[src/mcgp_pkg.sv]
// Purpose: shared constants and carriers for the general-purpose port block
// Assumes: 16-bit register port, word offsets on a 4-bit address
// Notes:   offsets and field positions are named once here
package mcgp_pkg;

  localparam int unsigned ADDR_W = 4;
  localparam int unsigned DATA_W = 16;
  localparam int unsigned AXIS_PINS = 4;
  localparam int unsigned SHARED_PINS = 6;

  // register offsets
  localparam logic [ADDR_W-1:0] OFS_CTRL_MODE   = 4'h0;
  localparam logic [ADDR_W-1:0] OFS_REG_SELECT  = 4'h1;
  localparam logic [ADDR_W-1:0] OFS_WRITE_BUF   = 4'h2;
  localparam logic [ADDR_W-1:0] OFS_AXIS_PORT   = 4'h3;
  localparam logic [ADDR_W-1:0] OFS_AXIS_ENV    = 4'h4;
  localparam logic [ADDR_W-1:0] OFS_SHARED_DIR  = 4'h5;
  localparam logic [ADDR_W-1:0] OFS_SHARED_DATA = 4'h6;

  // register-selection code that routes the write buffer to the axis port
  localparam logic [7:0] SEL_AXIS_PORT = 8'h01;

  // field positions
  localparam int unsigned CTRL_OUT_LEVEL_BIT = 4;
  localparam int unsigned ENV_DIR_LSB        = 8;
  localparam int unsigned ENV_FUNC_SEL_BIT   = 13;
  localparam int unsigned PORT_MUB_BIT       = 4;
  localparam int unsigned PORT_MFH_BIT       = 5;

  // reset values
  localparam logic [DATA_W-1:0]      RST_AXIS_ENV   = 16'h0000;
  localparam logic [7:0]             RST_REG_SELECT = 8'h00;
  localparam logic [AXIS_PINS-1:0]   RST_AXIS_OUT   = 4'h0;
  localparam logic [SHARED_PINS-1:0] RST_SHARED_DIR = 6'h3f;
  localparam logic [SHARED_PINS-1:0] RST_SHARED_OUT = 6'h00;
  localparam logic                   RST_GEN_OUT    = 1'b0;

  typedef struct packed {
    logic [ADDR_W-1:0] addr;
    logic [DATA_W-1:0] wdata;
    logic              wr;
    logic              rd;
  } mcgp_req_t;

endpackage

[src/mcgp_pin_sync.sv]
// Purpose: three-stage pin synchroniser with agreement filter
// Assumes: inputs are asynchronous to mclk
// Notes:   first stage feeds only the second stage
`timescale 1ns/10ps
module mcgp_pin_sync #(
  parameter int unsigned W = 4
) (
  input  wire logic         mclk,
  input  wire logic         resetn,
  input  wire logic [W-1:0] pin_in,
  output logic      [W-1:0] level
);

  typedef struct packed {
    logic [W-1:0] s1;
    logic [W-1:0] s2;
    logic [W-1:0] s3;
    logic [W-1:0] filt;
  } mcgp_sync_st_t;

  mcgp_sync_st_t st_q;
  mcgp_sync_st_t st_d;

  always_comb begin
    st_d      = st_q;
    st_d.s1   = pin_in;
    st_d.s2   = st_q.s1;
    st_d.s3   = st_q.s2;
    // a bit moves only once stages two and three agree
    st_d.filt = (~(st_q.s2 ^ st_q.s3) & st_q.s3) | ((st_q.s2 ^ st_q.s3) & st_q.filt);
  end

  always_ff @(posedge mclk) begin
    if (!resetn) begin
      st_q <= '0;
    end else begin
      st_q <= st_d;
    end
  end

  assign level = st_q.filt;

endmodule

[src/mcgp_pin_drive.sv]
// Purpose: registered output and enable for a bank of two-way pins
// Assumes: dir bit 1 means input, 0 means output
// Notes:   reset leaves every pin undriven
`timescale 1ns/10ps
module mcgp_pin_drive #(
  parameter int unsigned W = 4
) (
  input  wire logic         mclk,
  input  wire logic         resetn,
  input  wire logic [W-1:0] dir_in,
  input  wire logic [W-1:0] level,
  output logic      [W-1:0] pin_o,
  output logic      [W-1:0] pin_oe
);

  typedef struct packed {
    logic [W-1:0] o;
    logic [W-1:0] oe;
  } mcgp_drv_st_t;

  mcgp_drv_st_t st_q;
  mcgp_drv_st_t st_d;

  always_comb begin
    st_d    = st_q;
    st_d.o  = level & ~dir_in;
    st_d.oe = ~dir_in;
  end

  always_ff @(posedge mclk) begin
    if (!resetn) begin
      st_q <= '0;
    end else begin
      st_q <= st_d;
    end
  end

  assign pin_o  = st_q.o;
  assign pin_oe = st_q.oe;

endmodule

[src/mcgp_ports.sv]
// Purpose: general-purpose port logic of a stepper pulse controller
// Assumes: one mclk domain, synchronous active-low reset
// Notes:   pin levels read back through the three-stage synchroniser
`timescale 1ns/10ps
module mcgp_ports
  import mcgp_pkg::*;
(
  input  wire logic                   mclk,
  input  wire logic                   resetn,
  input  wire mcgp_req_t              reg_req,
  output logic      [DATA_W-1:0]      reg_rdata,
  input  wire logic [AXIS_PINS-1:0]   excitation_phase_outputs,
  input  wire logic                   exc_unipolar_pin,
  input  wire logic                   exc_fullhalf_pin,
  input  wire logic [AXIS_PINS-1:0]   axis_io_pins_i,
  output logic      [AXIS_PINS-1:0]   axis_io_pins_o,
  output logic      [AXIS_PINS-1:0]   axis_io_pins_oe,
  input  wire logic [SHARED_PINS-1:0] shared_io_pins_i,
  output logic      [SHARED_PINS-1:0] shared_io_pins_o,
  output logic      [SHARED_PINS-1:0] shared_io_pins_oe,
  output logic                        general_output_pin
);

  typedef struct packed {
    logic                   gen_out;
    logic [DATA_W-1:0]      env;
    logic [7:0]             reg_sel;
    logic [AXIS_PINS-1:0]   axis_out;
    logic [SHARED_PINS-1:0] shared_dir;
    logic [SHARED_PINS-1:0] shared_out;
    logic [DATA_W-1:0]      rdata;
  } mcgp_st_t;

  mcgp_st_t st_q;
  mcgp_st_t st_d;

  logic [AXIS_PINS-1:0]   axis_level;
  logic [SHARED_PINS-1:0] shared_level;
  logic [1:0]             exc_level;
  logic                   func_gpio;
  logic [AXIS_PINS-1:0]   axis_dir;
  logic [AXIS_PINS-1:0]   axis_drive;
  logic                   wr_buf_strobe;

  function automatic logic hit(input mcgp_req_t r, input logic [ADDR_W-1:0] ofs);
    return r.addr == ofs;
  endfunction

  mcgp_pin_sync #(.W(AXIS_PINS)) u_axis_sync (
    .mclk   (mclk),
    .resetn (resetn),
    .pin_in (axis_io_pins_i),
    .level  (axis_level)
  );

  // one shared bank regardless of axis count
  mcgp_pin_sync #(.W(SHARED_PINS)) u_shared_sync (
    .mclk   (mclk),
    .resetn (resetn),
    .pin_in (shared_io_pins_i),
    .level  (shared_level)
  );

  mcgp_pin_sync #(.W(2)) u_exc_sync (
    .mclk   (mclk),
    .resetn (resetn),
    .pin_in ({exc_fullhalf_pin, exc_unipolar_pin}),
    .level  (exc_level)
  );

  assign func_gpio = st_q.env[ENV_FUNC_SEL_BIT];
  // phase mode drives all four pins; gpio mode honours direction bits
  assign axis_dir   = func_gpio ? st_q.env[ENV_DIR_LSB +: AXIS_PINS] : '0;
  assign axis_drive = func_gpio ? st_q.axis_out : excitation_phase_outputs;

  mcgp_pin_drive #(.W(AXIS_PINS)) u_axis_drive (
    .mclk   (mclk),
    .resetn (resetn),
    .dir_in (axis_dir),
    .level  (axis_drive),
    .pin_o  (axis_io_pins_o),
    .pin_oe (axis_io_pins_oe)
  );

  mcgp_pin_drive #(.W(SHARED_PINS)) u_shared_drive (
    .mclk   (mclk),
    .resetn (resetn),
    .dir_in (st_q.shared_dir),
    .level  (st_q.shared_out),
    .pin_o  (shared_io_pins_o),
    .pin_oe (shared_io_pins_oe)
  );

  assign wr_buf_strobe = reg_req.wr && hit(reg_req, OFS_WRITE_BUF);

  always_comb begin
    st_d       = st_q;
    st_d.rdata = '0;
    if (reg_req.wr) begin
      if (hit(reg_req, OFS_CTRL_MODE)) begin
        st_d.gen_out = reg_req.wdata[CTRL_OUT_LEVEL_BIT];
      end
      if (hit(reg_req, OFS_REG_SELECT)) begin
        st_d.reg_sel = reg_req.wdata[7:0];
      end
      if (hit(reg_req, OFS_AXIS_ENV)) begin
        st_d.env = reg_req.wdata;
      end
      if (hit(reg_req, OFS_SHARED_DIR)) begin
        st_d.shared_dir = reg_req.wdata[SHARED_PINS-1:0];
      end
      if (hit(reg_req, OFS_SHARED_DATA)) begin
        st_d.shared_out = reg_req.wdata[SHARED_PINS-1:0];
      end
    end
    // axis levels land only through the write buffer once selected
    if (wr_buf_strobe && st_q.reg_sel == SEL_AXIS_PORT) begin
      st_d.axis_out = reg_req.wdata[AXIS_PINS-1:0];
    end
    if (reg_req.rd) begin
      if (hit(reg_req, OFS_AXIS_PORT)) begin
        st_d.rdata[AXIS_PINS-1:0] = axis_level;
        st_d.rdata[PORT_MUB_BIT]  = exc_level[0];
        st_d.rdata[PORT_MFH_BIT]  = exc_level[1];
      end
      if (hit(reg_req, OFS_SHARED_DATA)) begin
        st_d.rdata[SHARED_PINS-1:0] = shared_level;
      end
    end
  end

  always_ff @(posedge mclk) begin
    if (!resetn) begin
      st_q.gen_out    <= RST_GEN_OUT;
      st_q.env        <= RST_AXIS_ENV;
      st_q.reg_sel    <= RST_REG_SELECT;
      st_q.axis_out   <= RST_AXIS_OUT;
      st_q.shared_dir <= RST_SHARED_DIR;
      st_q.shared_out <= RST_SHARED_OUT;
      st_q.rdata      <= '0;
    end else begin
      st_q <= st_d;
    end
  end

  assign reg_rdata          = st_q.rdata;
  assign general_output_pin = st_q.gen_out;

endmodule

[config.mk]
export PLATFORM = sky130hd
export DESIGN_NAME = mcgp_ports
export DESIGN_NICKNAME = d
export VERILOG_FILES = /design/src/mcgp_pkg.sv /design/src/mcgp_pin_sync.sv /design/src/mcgp_pin_drive.sv /design/src/mcgp_ports.sv
export SDC_FILE = /design/constraint.sdc
export NUM_CORES = 1
export LEC_CHECK = 0
export BUFFER_PORTS_ARGS = -buffer_cell sky130_fd_sc_hd__buf_2
export CAP_MARGIN = 20
export CELL_PAD_IN_SITES_DETAIL_PLACEMENT = 1
export CELL_PAD_IN_SITES_GLOBAL_PLACEMENT = 2
export CORE_ASPECT_RATIO = 0.7
export CORE_MARGIN = 3
export CORE_UTILIZATION = 30
export CTS_CLUSTER_SIZE = 8
export DETAILED_ROUTE_END_ITERATION = 10
export HOLD_SLACK_MARGIN = 0.15
export PLACE_DENSITY = 0.71
export RECOVER_POWER = 100
export SLEW_MARGIN = 20
export SYNTH_ARGS = -nofsm -noshare
export SYNTH_HDL_FRONTEND = slang
export SYNTH_SLANG_ARGS = --single-unit
[constraint.sdc]
create_clock -name mclk -period 1.51 [get_ports mclk]
set_input_delay 0.151 -clock mclk [delete_from_list [all_inputs] [get_ports mclk]]
set_output_delay 0.151 -clock mclk [all_outputs]
set_load 0.01 [all_outputs]
==> run_results.csv, run 1 <==
group,metric,value,unit
status,outcome,"completed",
hold_path,worstHoldPathType,"input port to register",
place,place_congestion,0.746,
global_routing,busiest_layer,"met2",
cells_and_area,final_nets,482,
worst_setup_path,reg2reg_setup_slack,10,ps
global_routing,grt_pass1_wl,13900,µm
clock_network,cts_root_buf,"clkbuf_16",
floorplanning,core,0.0114,mm²
worst_setup_path,worstSetupStartpointType,"register",
logic_synthesis,syn_area_per_cell,10.2,µm²
floorplanning,die_w,137,µm
clock_network,clk_path_buf_depth,2,
timing,period_share,0.991,
worst_setup_path,timing_worst_setup_path_type,"register to register",
route,ant_nets,0,
timing,slew_headroom,0.633,
floorplanning,start_util,0.317,
timing,period_needed,1500,ps
timing,worst_pin_slew,549,ps
logic_synthesis,yosys.cell_types.count,27,
clock_network,clk_pin_slew,70,ps
global_routing,grt_use_met3,0.0376,
logic_synthesis,post-synth-top-area-cell,"dfxtp_1",
clock_network,cts_tree,"yes",
worst_setup_path,end_kind,"register",
global_routing,grt_max_degree,52,
clock_network,htreeDepth,3,
global_routing,met2_usage,0.204,
worst_setup_path,arrival,1770,ps
logic_synthesis,ys_ff_latch,104,
route,drc,0,
clock_network,cts.sinks,104,
place,place_inst,555,
logic_synthesis,ys_warn_count,0,
cells_and_area,area_growth,26.8,%
timing,max_freq,0.668,GHz
route,wl_per_cell,14.0,µm
timing,finClkSkew,6.43,ps
worst_setup_path,reg2reg_to,"st_q[28]",
worst_setup_path,ff2ff_path_depth,4,
global_routing,grt_pass1_vias,2756,
power,leakage,1.67,nW
logic_synthesis,syn_area,0.00361,mm²
timing,rsz0062_at_grt,"yes",
flow_run,maxCapViolations,0,
logic_synthesis,synth_most_common_cell,"dfxtp_1",
cells_and_area,n_antenna_cell,0,
place,numPortBuffers,63,
worst_setup_path,r2r_start,"st_q[33]",
clock_network,post_cts_buffers,0,
hold_path,worstHoldStart,"reg_req[0]",
place,dp_hpwl,5790,µm
route,drt-initial-drc-count,97,
timing,finalSetupViolCount,0,
cells_and_area,drive_gt1_frac,0.128,
logic_synthesis,synth_top_cell_area_share,0.577,
clock_network,cts_buffers,9,
timing,maxSlewViolCount,0,
place,place_ws,-4.72,ps
floorplanning,dieArea,0.0134,mm²
logic_synthesis,synthFlopType,"dfxtp_1",
route,dr.pass1.iters,4,
timing,finalHoldWorstSlack,191,ps
timing,final-hold-violation-count,0,
route,finalWirelength,8370,µm
logic_synthesis,netlist_top_cells_count,"104 x dfxtp_1, 42 x and2_1, 38 x o21ai_0",
cells_and_area,fin_cells,599,
power,ir_drop,0.509,mV
cells_and_area,finish.utilization,0.403,
logic_synthesis,synth_enable_flop_cells,0,
clock_network,clk_latency,340,ps
worst_setup_path,critPathMaxFanout,4,
global_routing,grt_overflow_total,0,
logic_synthesis,synth_cells,354,
floorplanning,rows,32,
hold_path,hold_depth,3,
global_routing,grt_antenna_before_repair,0,
hold_path,holdPathEnd,"reg_rdata[0]",
power,power.density,1180,mW/mm²
floorplanning,die_h,97.8,µm
route,vias,2677,
floorplanning,pin_count,77,
logic_synthesis,async_flop_share,0,
global_routing,use_met1,0.180,
logic_synthesis,yosysSeqAreaShare,0.577,
logic_synthesis,synth.area.top_cells,"dfxtp_1 58%, a21boi_0 7.5%, and2_1 7.3%, o21ai_0 5.3%, nand3_1 4.4%",
worst_setup_path,critPathRequiredTime,1780,ps
route,viasPerCell,4.47,
global_routing,grt_use_total,0.133,
timing,setup_ws,13.6,ps
[routing by layer]
layer / wire length (µm) / part of all wire
met1: 4130 / 0.49
met2: 3690 / 0.44
met3: 419 / 0.050
met4: 137 / 0.016
met5: 0 / 0
[layout by cell type (no fill, tap or decap), types with 2 or more instances in the layout]
cell type and n:
dfxtp_1 104, o21ai_0 38, a21boi_0 36, clkbuf_1 36
nand3_1 32, buf_2 31, dlygate4sd3_1 29, and2_1 25
nand2_1 21, and2_0 17, nor2b_1 11, conb_1 10
clkbuf_16 9, mux2i_1 8, nor2_1 7, buf_4 7
a22oi_1 6, and3b_1 2, nand3b_1 2, buf_12 2
[timing repair]
action	in CTS	in global routing
hold buffers	29	0
endpoints found under the hold margin	46	0
endpoints found under the setup margin	2	4
pin swaps	1	0
cloned	0	0
gates resized for setup	1	0
[kinds of logic (layout without fill, tap and decap cells)]
group	count (synthesis)	in the layout	share of synthesized area
compound gates	80	80	0.140
buf+inv	35	118	0.0596
flops	104	104	0.577
mux	8	8	0.0222
other cells	1	10	0.00104
simple gates	126	126	0.200
[power by group]
group / total, mW / switching (mW) / internal [mW]
clock network: 2.26 / 0.972 / 1.29
logic: 0.336 / 0.171 / 0.164
registers: 2.83 / 0.0243 / 2.81
total: 5.42 / 1.17 / 4.26
[worst max-delay path: stages (launching register included)]
cell	delay [ps]
dfxtp_1	310
or4b_4	540
nor4_4	210
buf_4	180
mux2i_1	190
[area by class of cell]
| class | count | area, µm² |
|---|---|---|
| Tap cell | 153 | 191 |
| Clock buffer | 11 | 233 |
| Sequential cell | 104 | 2080 |
| Multi-Input combinational cell | 224 | 1350 |
| Timing Repair Buffer | 103 | 666 |
| Clock inverter | 4 | 55.1 |
| Fill cell | 1296 | 6790 |
[per-stage QoR]
stage | instance area [µm²] | total power [mW] | setup TNS (ps)
after floorplan | 3640 | 3.06 | 0
after global placement | 4040 | 3.17 | 0
after detailed placement | 4040 | 3.18 | -4.72
after CTS | 4620 | 5.53 | -12.3
after global routing | 4580 | 5.68 | -89.5
final | 4580 | 5.42 | 0
[worst max-delay path by stage]
stage	from	end	slack [ps]	cells after the start
2_1_floorplan	st_q[34]	st_q[28]	70	3
3_3_place_gp	st_q[34]	st_q[29]	30	4
3_5_place_dp	st_q[34]	st_q[28]	-5	4
4_1_cts	st_q[33]	st_q[28]	-10	4
5_1_grt	st_q[33]	st_q[28]	-30	4
6_report	st_q[33]	st_q[28]	10	4
Note: power is estimated with default switching activity, not from simulation.
==> run 2: changes to the inputs <==
--- a/config.mk
+++ b/config.mk
@@ -10,12 +10,11 @@
 export CELL_PAD_IN_SITES_DETAIL_PLACEMENT = 1
 export CELL_PAD_IN_SITES_GLOBAL_PLACEMENT = 2
 export CORE_ASPECT_RATIO = 0.7
-export CORE_MARGIN = 3
-export CORE_UTILIZATION = 30
+export CORE_UTILIZATION = 36
 export CTS_CLUSTER_SIZE = 8
 export DETAILED_ROUTE_END_ITERATION = 10
 export HOLD_SLACK_MARGIN = 0.15
-export PLACE_DENSITY = 0.71
+export PLACE_DENSITY = 0.81
 export RECOVER_POWER = 100
 export SLEW_MARGIN = 20
 export SYNTH_ARGS = -nofsm -noshare
==> constraint.sdc (replaced) <==
create_clock -name mclk -period 1.73 [get_ports mclk]
set_input_delay 0.173 -clock mclk [delete_from_list [all_inputs] [get_ports mclk]]
set_output_delay 0.173 -clock mclk [all_outputs]
set_load 0.01 [all_outputs]
==> run_results.csv, run 2 (synthesis gave the netlist of run 1 again) <==
group,metric,value,unit
timing,maxSlewViolCount,0,
timing,finalSetupTns,0,ps
worst_setup_path,worstSetupStartpointType,"register",
global_routing,grt_pass1_wl,13500,µm
worst_setup_path,end_kind,"register",
route,finalWirelength,8160,µm
power,p_switching,999,µW
cells_and_area,drive_gt1_frac,0.134,
timing,max_freq,0.622,GHz
clock_network,cts.sinks,104,
route,drc,0,
worst_setup_path,timing_worst_setup_path_type,"register to register",
route,drt-initial-drc-count,90,
status,outcome,"completed",
floorplanning,start_util,0.371,
flow_run,maxCapViolations,0,
place,place_inst,526,
worst_setup_path,cp_slowest_cell,"or4_4",
cells_and_area,n_antenna_cell,0,
power,p_seq_frac,0.513,
route,viasPerCell,4.74,
cells_and_area,regArea,0.00208,mm²
place,dp_hpwl,5650,µm
clock_network,cts_tree,"yes",
timing,worst_pin_slew,1250,ps
global_routing,grt_use_total,0.168,
cells_and_area,layout_commonest_cell,"dfxtp_1",
route,dr.pass1.iters,4,
cells_and_area,final_nets,477,
power,pwr-share-comb,0.060,
power,total_power,4.82,mW
worst_setup_path,critPathMaxStageDelay,540,ps
power,leakage,1.67,nW
timing,period_share,0.929,
timing,setup_ws,122,ps
global_routing,grt_overflow_total,0,
power,power.density,1070,mW/mm²
power,p_int,3.82,mW
power,p_clk_frac,0.428,
place,place_ws,148,ps
route,wl_per_cell,14.3,µm
clock_network,clk_latency,330,ps
cells_and_area,area_growth,25.3,%
timing,slew_headroom,0.166,
floorplanning,pin_count,77,
cells_and_area,layout_common_cells,"104 x dfxtp_1, 38 x o21ai_0, 36 x a21boi_0, 35 x buf_2, 32 x nand3_1",
worst_setup_path,critPathRequiredTime,1990,ps
timing,rsz0062_at_grt,"no",
floorplanning,dieArea,0.0104,mm²
worst_setup_path,startpoint,"st_q[34]",
worst_setup_path,crit_chain,"or4_4 -> nor4_4 -> mux2i_1",
hold_path,worstHoldPathType,"input port to register",
timing,finalSetupViolCount,0,
clock_network,cts_buffers,9,
floorplanning,die_w,122,µm
global_routing,grt_pass1_vias,2743,
power,ir_drop,0.431,mV
hold_path,worstHoldStart,"reg_req[7]",
clock_network,clk_pin_slew,70,ps
timing,period_needed,1610,ps
floorplanning,core,0.00972,mm²
place,numPortBuffers,63,
power,p_sw_frac,0.207,
floorplanning,rows,30,
cells_and_area,fill_cells,1102,
worst_setup_path,critPathMaxFanout,4,
timing,finalHoldWorstSlack,160,ps
global_routing,grt_max_degree,40,
clock_network,clk_path_buf_depth,2,
worst_setup_path,r2r_start,"st_q[34]",
place,place_congestion,0.765,
global_routing,grt_antenna_before_repair,0,
floorplanning,die_h,85.8,µm
route,vias,2698,
cells_and_area,multiInputGateArea,0.00135,mm²
worst_setup_path,arrival,1870,ps
clock_network,cts_root_buf,"clkbuf_16",
route,ant_nets,0,
timing,final-hold-violation-count,0,
timing,finClkSkew,5.15,ps
cells_and_area,fin_cells,569,
clock_network,post_cts_buffers,0,
clock_network,htreeDepth,3,
-- run 2: metal layers --
layer / wire, µm / vias to the layer above / global-route usage
met5: 0 / - / 0
li1: - / 1333 / -
met4: 36 / 0 / 0.0471
met3: 347 / 2 / 0.0492
met2: 3660 / 57 / 0.268
met1: 4110 / 1306 / 0.222
-- run 2: worst max-delay path: cells and delay by family, from the launching register on --
family           cells  cell delay (ps)
muxes                1              260
and+or+nand+nor      2              950
DFF                  1              320
-- run 2: path summary, 6_finish.rpt --
path	to	slack, ps	cells after the start
max	st_q[28]	120	3
min	st_q[37]	160	3
max reg2reg	st_q[28]	120	3
min reg2reg	u_shared_drive.pin_oe[0]	420	1
-- run 2: repair_timing --
item | CTS | global route
hold endpoints to repair | 33 | 0
hold buffers | 28 | 0
endpoints found under the setup margin | 0 | 0
gates resized for setup | 0 | 0
-- run 2: metrics by stage --
stage,util,instance area (µm²)
global route,0.465,4520
detailed placement,0.408,3970
floorplan,-,3640
CTS,0.469,4560
finish,0.465,4520
global placement,0.408,3970
-- run 2: area by class of cell --
cell class / instances / share of cell area
well taps: 128 / 0.0354
flip-flops and latches: 104 / 0.460
clock inverters: 2 / 0.00830
multi-input cells: 224 / 0.298
clock buffers: 13 / 0.0598
repair buffers: 98 / 0.138
-- run 2: power groups by stage --
stage	sequential, mW	clock, mW	combinational [mW]
global placement	2.52	0	0.236
CTS	2.47	2.12	0.291
finish	2.47	2.06	0.287
global route	2.47	2.21	0.316
detailed placement	2.52	0	0.242
floorplan	2.52	0	0.146
==> run 3: changes to the inputs <==
--- a/config.mk
+++ b/config.mk
@@ -10,11 +10,12 @@
 export CELL_PAD_IN_SITES_DETAIL_PLACEMENT = 1
 export CELL_PAD_IN_SITES_GLOBAL_PLACEMENT = 2
 export CORE_ASPECT_RATIO = 0.7
-export CORE_UTILIZATION = 36
+export CORE_UTILIZATION = 37
+export CTS_BUF_LIST = sky130_fd_sc_hd__clkbuf_2
 export CTS_CLUSTER_SIZE = 8
 export DETAILED_ROUTE_END_ITERATION = 10
 export HOLD_SLACK_MARGIN = 0.15
-export PLACE_DENSITY = 0.81
+export PLACE_DENSITY = 0.83
 export RECOVER_POWER = 100
 export SLEW_MARGIN = 20
 export SYNTH_ARGS = -nofsm -noshare
==> run_results.csv, run 3 (synthesis gave the netlist of run 1 again) <==
group,metric,value,unit
worst_setup_path,end_kind,"register",
cells_and_area,n_antenna_cell,0,
global_routing,use_met1,0.240,
global_routing,grt_max_degree,39,
worst_setup_path,critPathMaxStageDelay,830,ps
route,drc,0,
cells_and_area,layout_common_cells,"104 x dfxtp_1, 62 x dlygate4sd3_1, 38 x o21ai_0, 35 x a21boi_0, 35 x buf_2",
clock_network,cts_root_buf,"clkbuf_2",
timing,period_share,0.987,
floorplanning,die_w,120,µm
cells_and_area,drive_gt1_frac,0.126,
floorplanning,dieArea,0.0102,mm²
timing,rsz0062_at_grt,"no",
place,dp_hpwl,5520,µm
place,place_congestion,0.753,
clock_network,clk_latency,580,ps
timing,finalSetupViolCount,0,
timing,maxSlewViolCount,0,
power,power.density,805,mW/mm²
cells_and_area,layout_commonest_cell,"dfxtp_1",
worst_setup_path,critPathMaxFanout,10,
clock_network,post_cts_buffers,0,
timing,finClkSkew,26.2,ps
worst_setup_path,cp_slowest_cell,"dlygate4sd3_1",
floorplanning,die_h,84.6,µm
floorplanning,core,0.00925,mm²
place,placed_area,0.00398,mm²
global_routing,busiest_layer,"met2",
clock_network,clk_pin_slew,260,ps
global_routing,grt_antenna_before_repair,0,
worst_setup_path,crit_chain,"buf_2 -> nor2b_1 -> buf_4 -> dlygate4sd3_1 -> nand3_1 -> nand3_1 -> dlygate4sd3_1",
route,wl_per_cell,14.3,µm
route,finalWirelength,8570,µm
timing,worst_pin_slew,667,ps
power,ir_drop,0.279,mV
worst_setup_path,arrival,2260,ps
place,numPortBuffers,63,
timing,finalSetupTns,0,ps
clock_network,cts_buffers,9,
global_routing,grt_use_total,0.183,
floorplanning,rows,29,
cells_and_area,final_nets,512,
hold_path,worstHoldPathType,"input port to register",
global_routing,met2_usage,0.290,
floorplanning,start_util,0.390,
cells_and_area,finish.utilization,0.502,
timing,final-hold-violation-count,0,
route,ant_nets,0,
timing,slew_headroom,0.555,
global_routing,grt_use_met3,0.0510,
clock_network,htreeDepth,3,
worst_setup_path,timing_worst_setup_path_type,"input port to register",
global_routing,grt_pass1_vias,2923,
power,leakage,1.72,nW
flow_run,maxCapViolations,0,
route,viasPerCell,4.76,
clock_network,cts_tree,"yes",
floorplanning,pin_count,77,
clock_network,clk_path_buf_depth,2,
clock_network,cts.sinks,104,
timing,period_needed,1710,ps
worst_setup_path,worstSetupStartpointType,"input port",
route,vias,2858,
cells_and_area,area_growth,28.7,%
global_routing,grt_overflow_total,0,
route,dr.pass1.iters,4,
route,drt-initial-drc-count,114,
cells_and_area,final_area,0.00464,mm²
timing,max_freq,0.585,GHz
global_routing,grt_pass1_wl,14300,µm
worst_setup_path,critPathRequiredTime,2280,ps
status,outcome,"completed",
[run 3: cell count changes in the layout (fill, tap and decap cells not counted), moves of 3 or more]
cell and delta:
clkbuf_16 -9, clkinv_1 +3, clkbuf_2 +12, clkbuf_8 -3
dlygate4sd3_1 +34
[run 3: layer usage]
| metal | wire (µm) | vias up | part of all wire |
|---|---|---|---|
| li1 | - | 1412 | - |
| met2 | 3950 | 60 | 0.46 |
| met4 | 110 | 0 | 0.013 |
| met1 | 4110 | 1377 | 0.48 |
| met3 | 402 | 9 | 0.047 |
| met5 | 0 | - | 0 |
[run 3: metrics by stage]
stage / std cells / hold WS (ps) / worst slack [ps] / total power, mW
3_5_place_dp: 523 / 384 / 173 / 2.77
6_report: 601 / 242 / 22.0 / 3.74
5_1_grt: 601 / 203 / 2.28 / 3.92
2_1_floorplan: 363 / 300 / 285 / 2.67
3_3_place_gp: 523 / 380 / 201 / 2.76
4_1_cts: 601 / 157 / 33.8 / 3.79
[run 3: final timing paths]
kind	from	endpoint	slack, ps	depth (start not counted)
max	reg_req[20]	st_q[27]	20	7
min	reg_req[18]	st_q[16]	240	4
max reg2reg	st_q[33]	st_q[30]	160	3
min reg2reg	st_q[26]	u_shared_drive.pin_oe[4]	440	1
[run 3: timing repair]
action | in CTS | in global routing
gates resized for setup | 0 | 3
hold buffers | 62 | 0
endpoints found under the setup margin | 0 | 4
hold endpoints to repair | 60 | 0
[run 3: area by class of cell]
| type | count | area, µm² |
|---|---|---|
| clock inverters | 5 | 23.8 |
| repair buffers | 133 | 971 |
| well taps | 124 | 155 |
| clock buffers | 11 | 55.1 |
| fillers | 1087 | 4610 |
| multi-input cells | 224 | 1360 |
| flip-flops and latches | 104 | 2080 |
[run 3: critical path: cells and delay by family]
family,cells,cell delay [ps]
buffers and inverters,4,1700
AND/OR/NAND/NOR,3,380
[run 3: power by group]
| part | switching [mW] | leakage [nW] | internal (mW) | total [mW] |
|---|---|---|---|---|
| Clock | 0.747 | 0.0544 | 0.184 | 0.931 |
| Sequential | 0.0209 | 0.847 | 2.46 | 2.48 |
| Combinational | 0.159 | 0.821 | 0.172 | 0.330 |
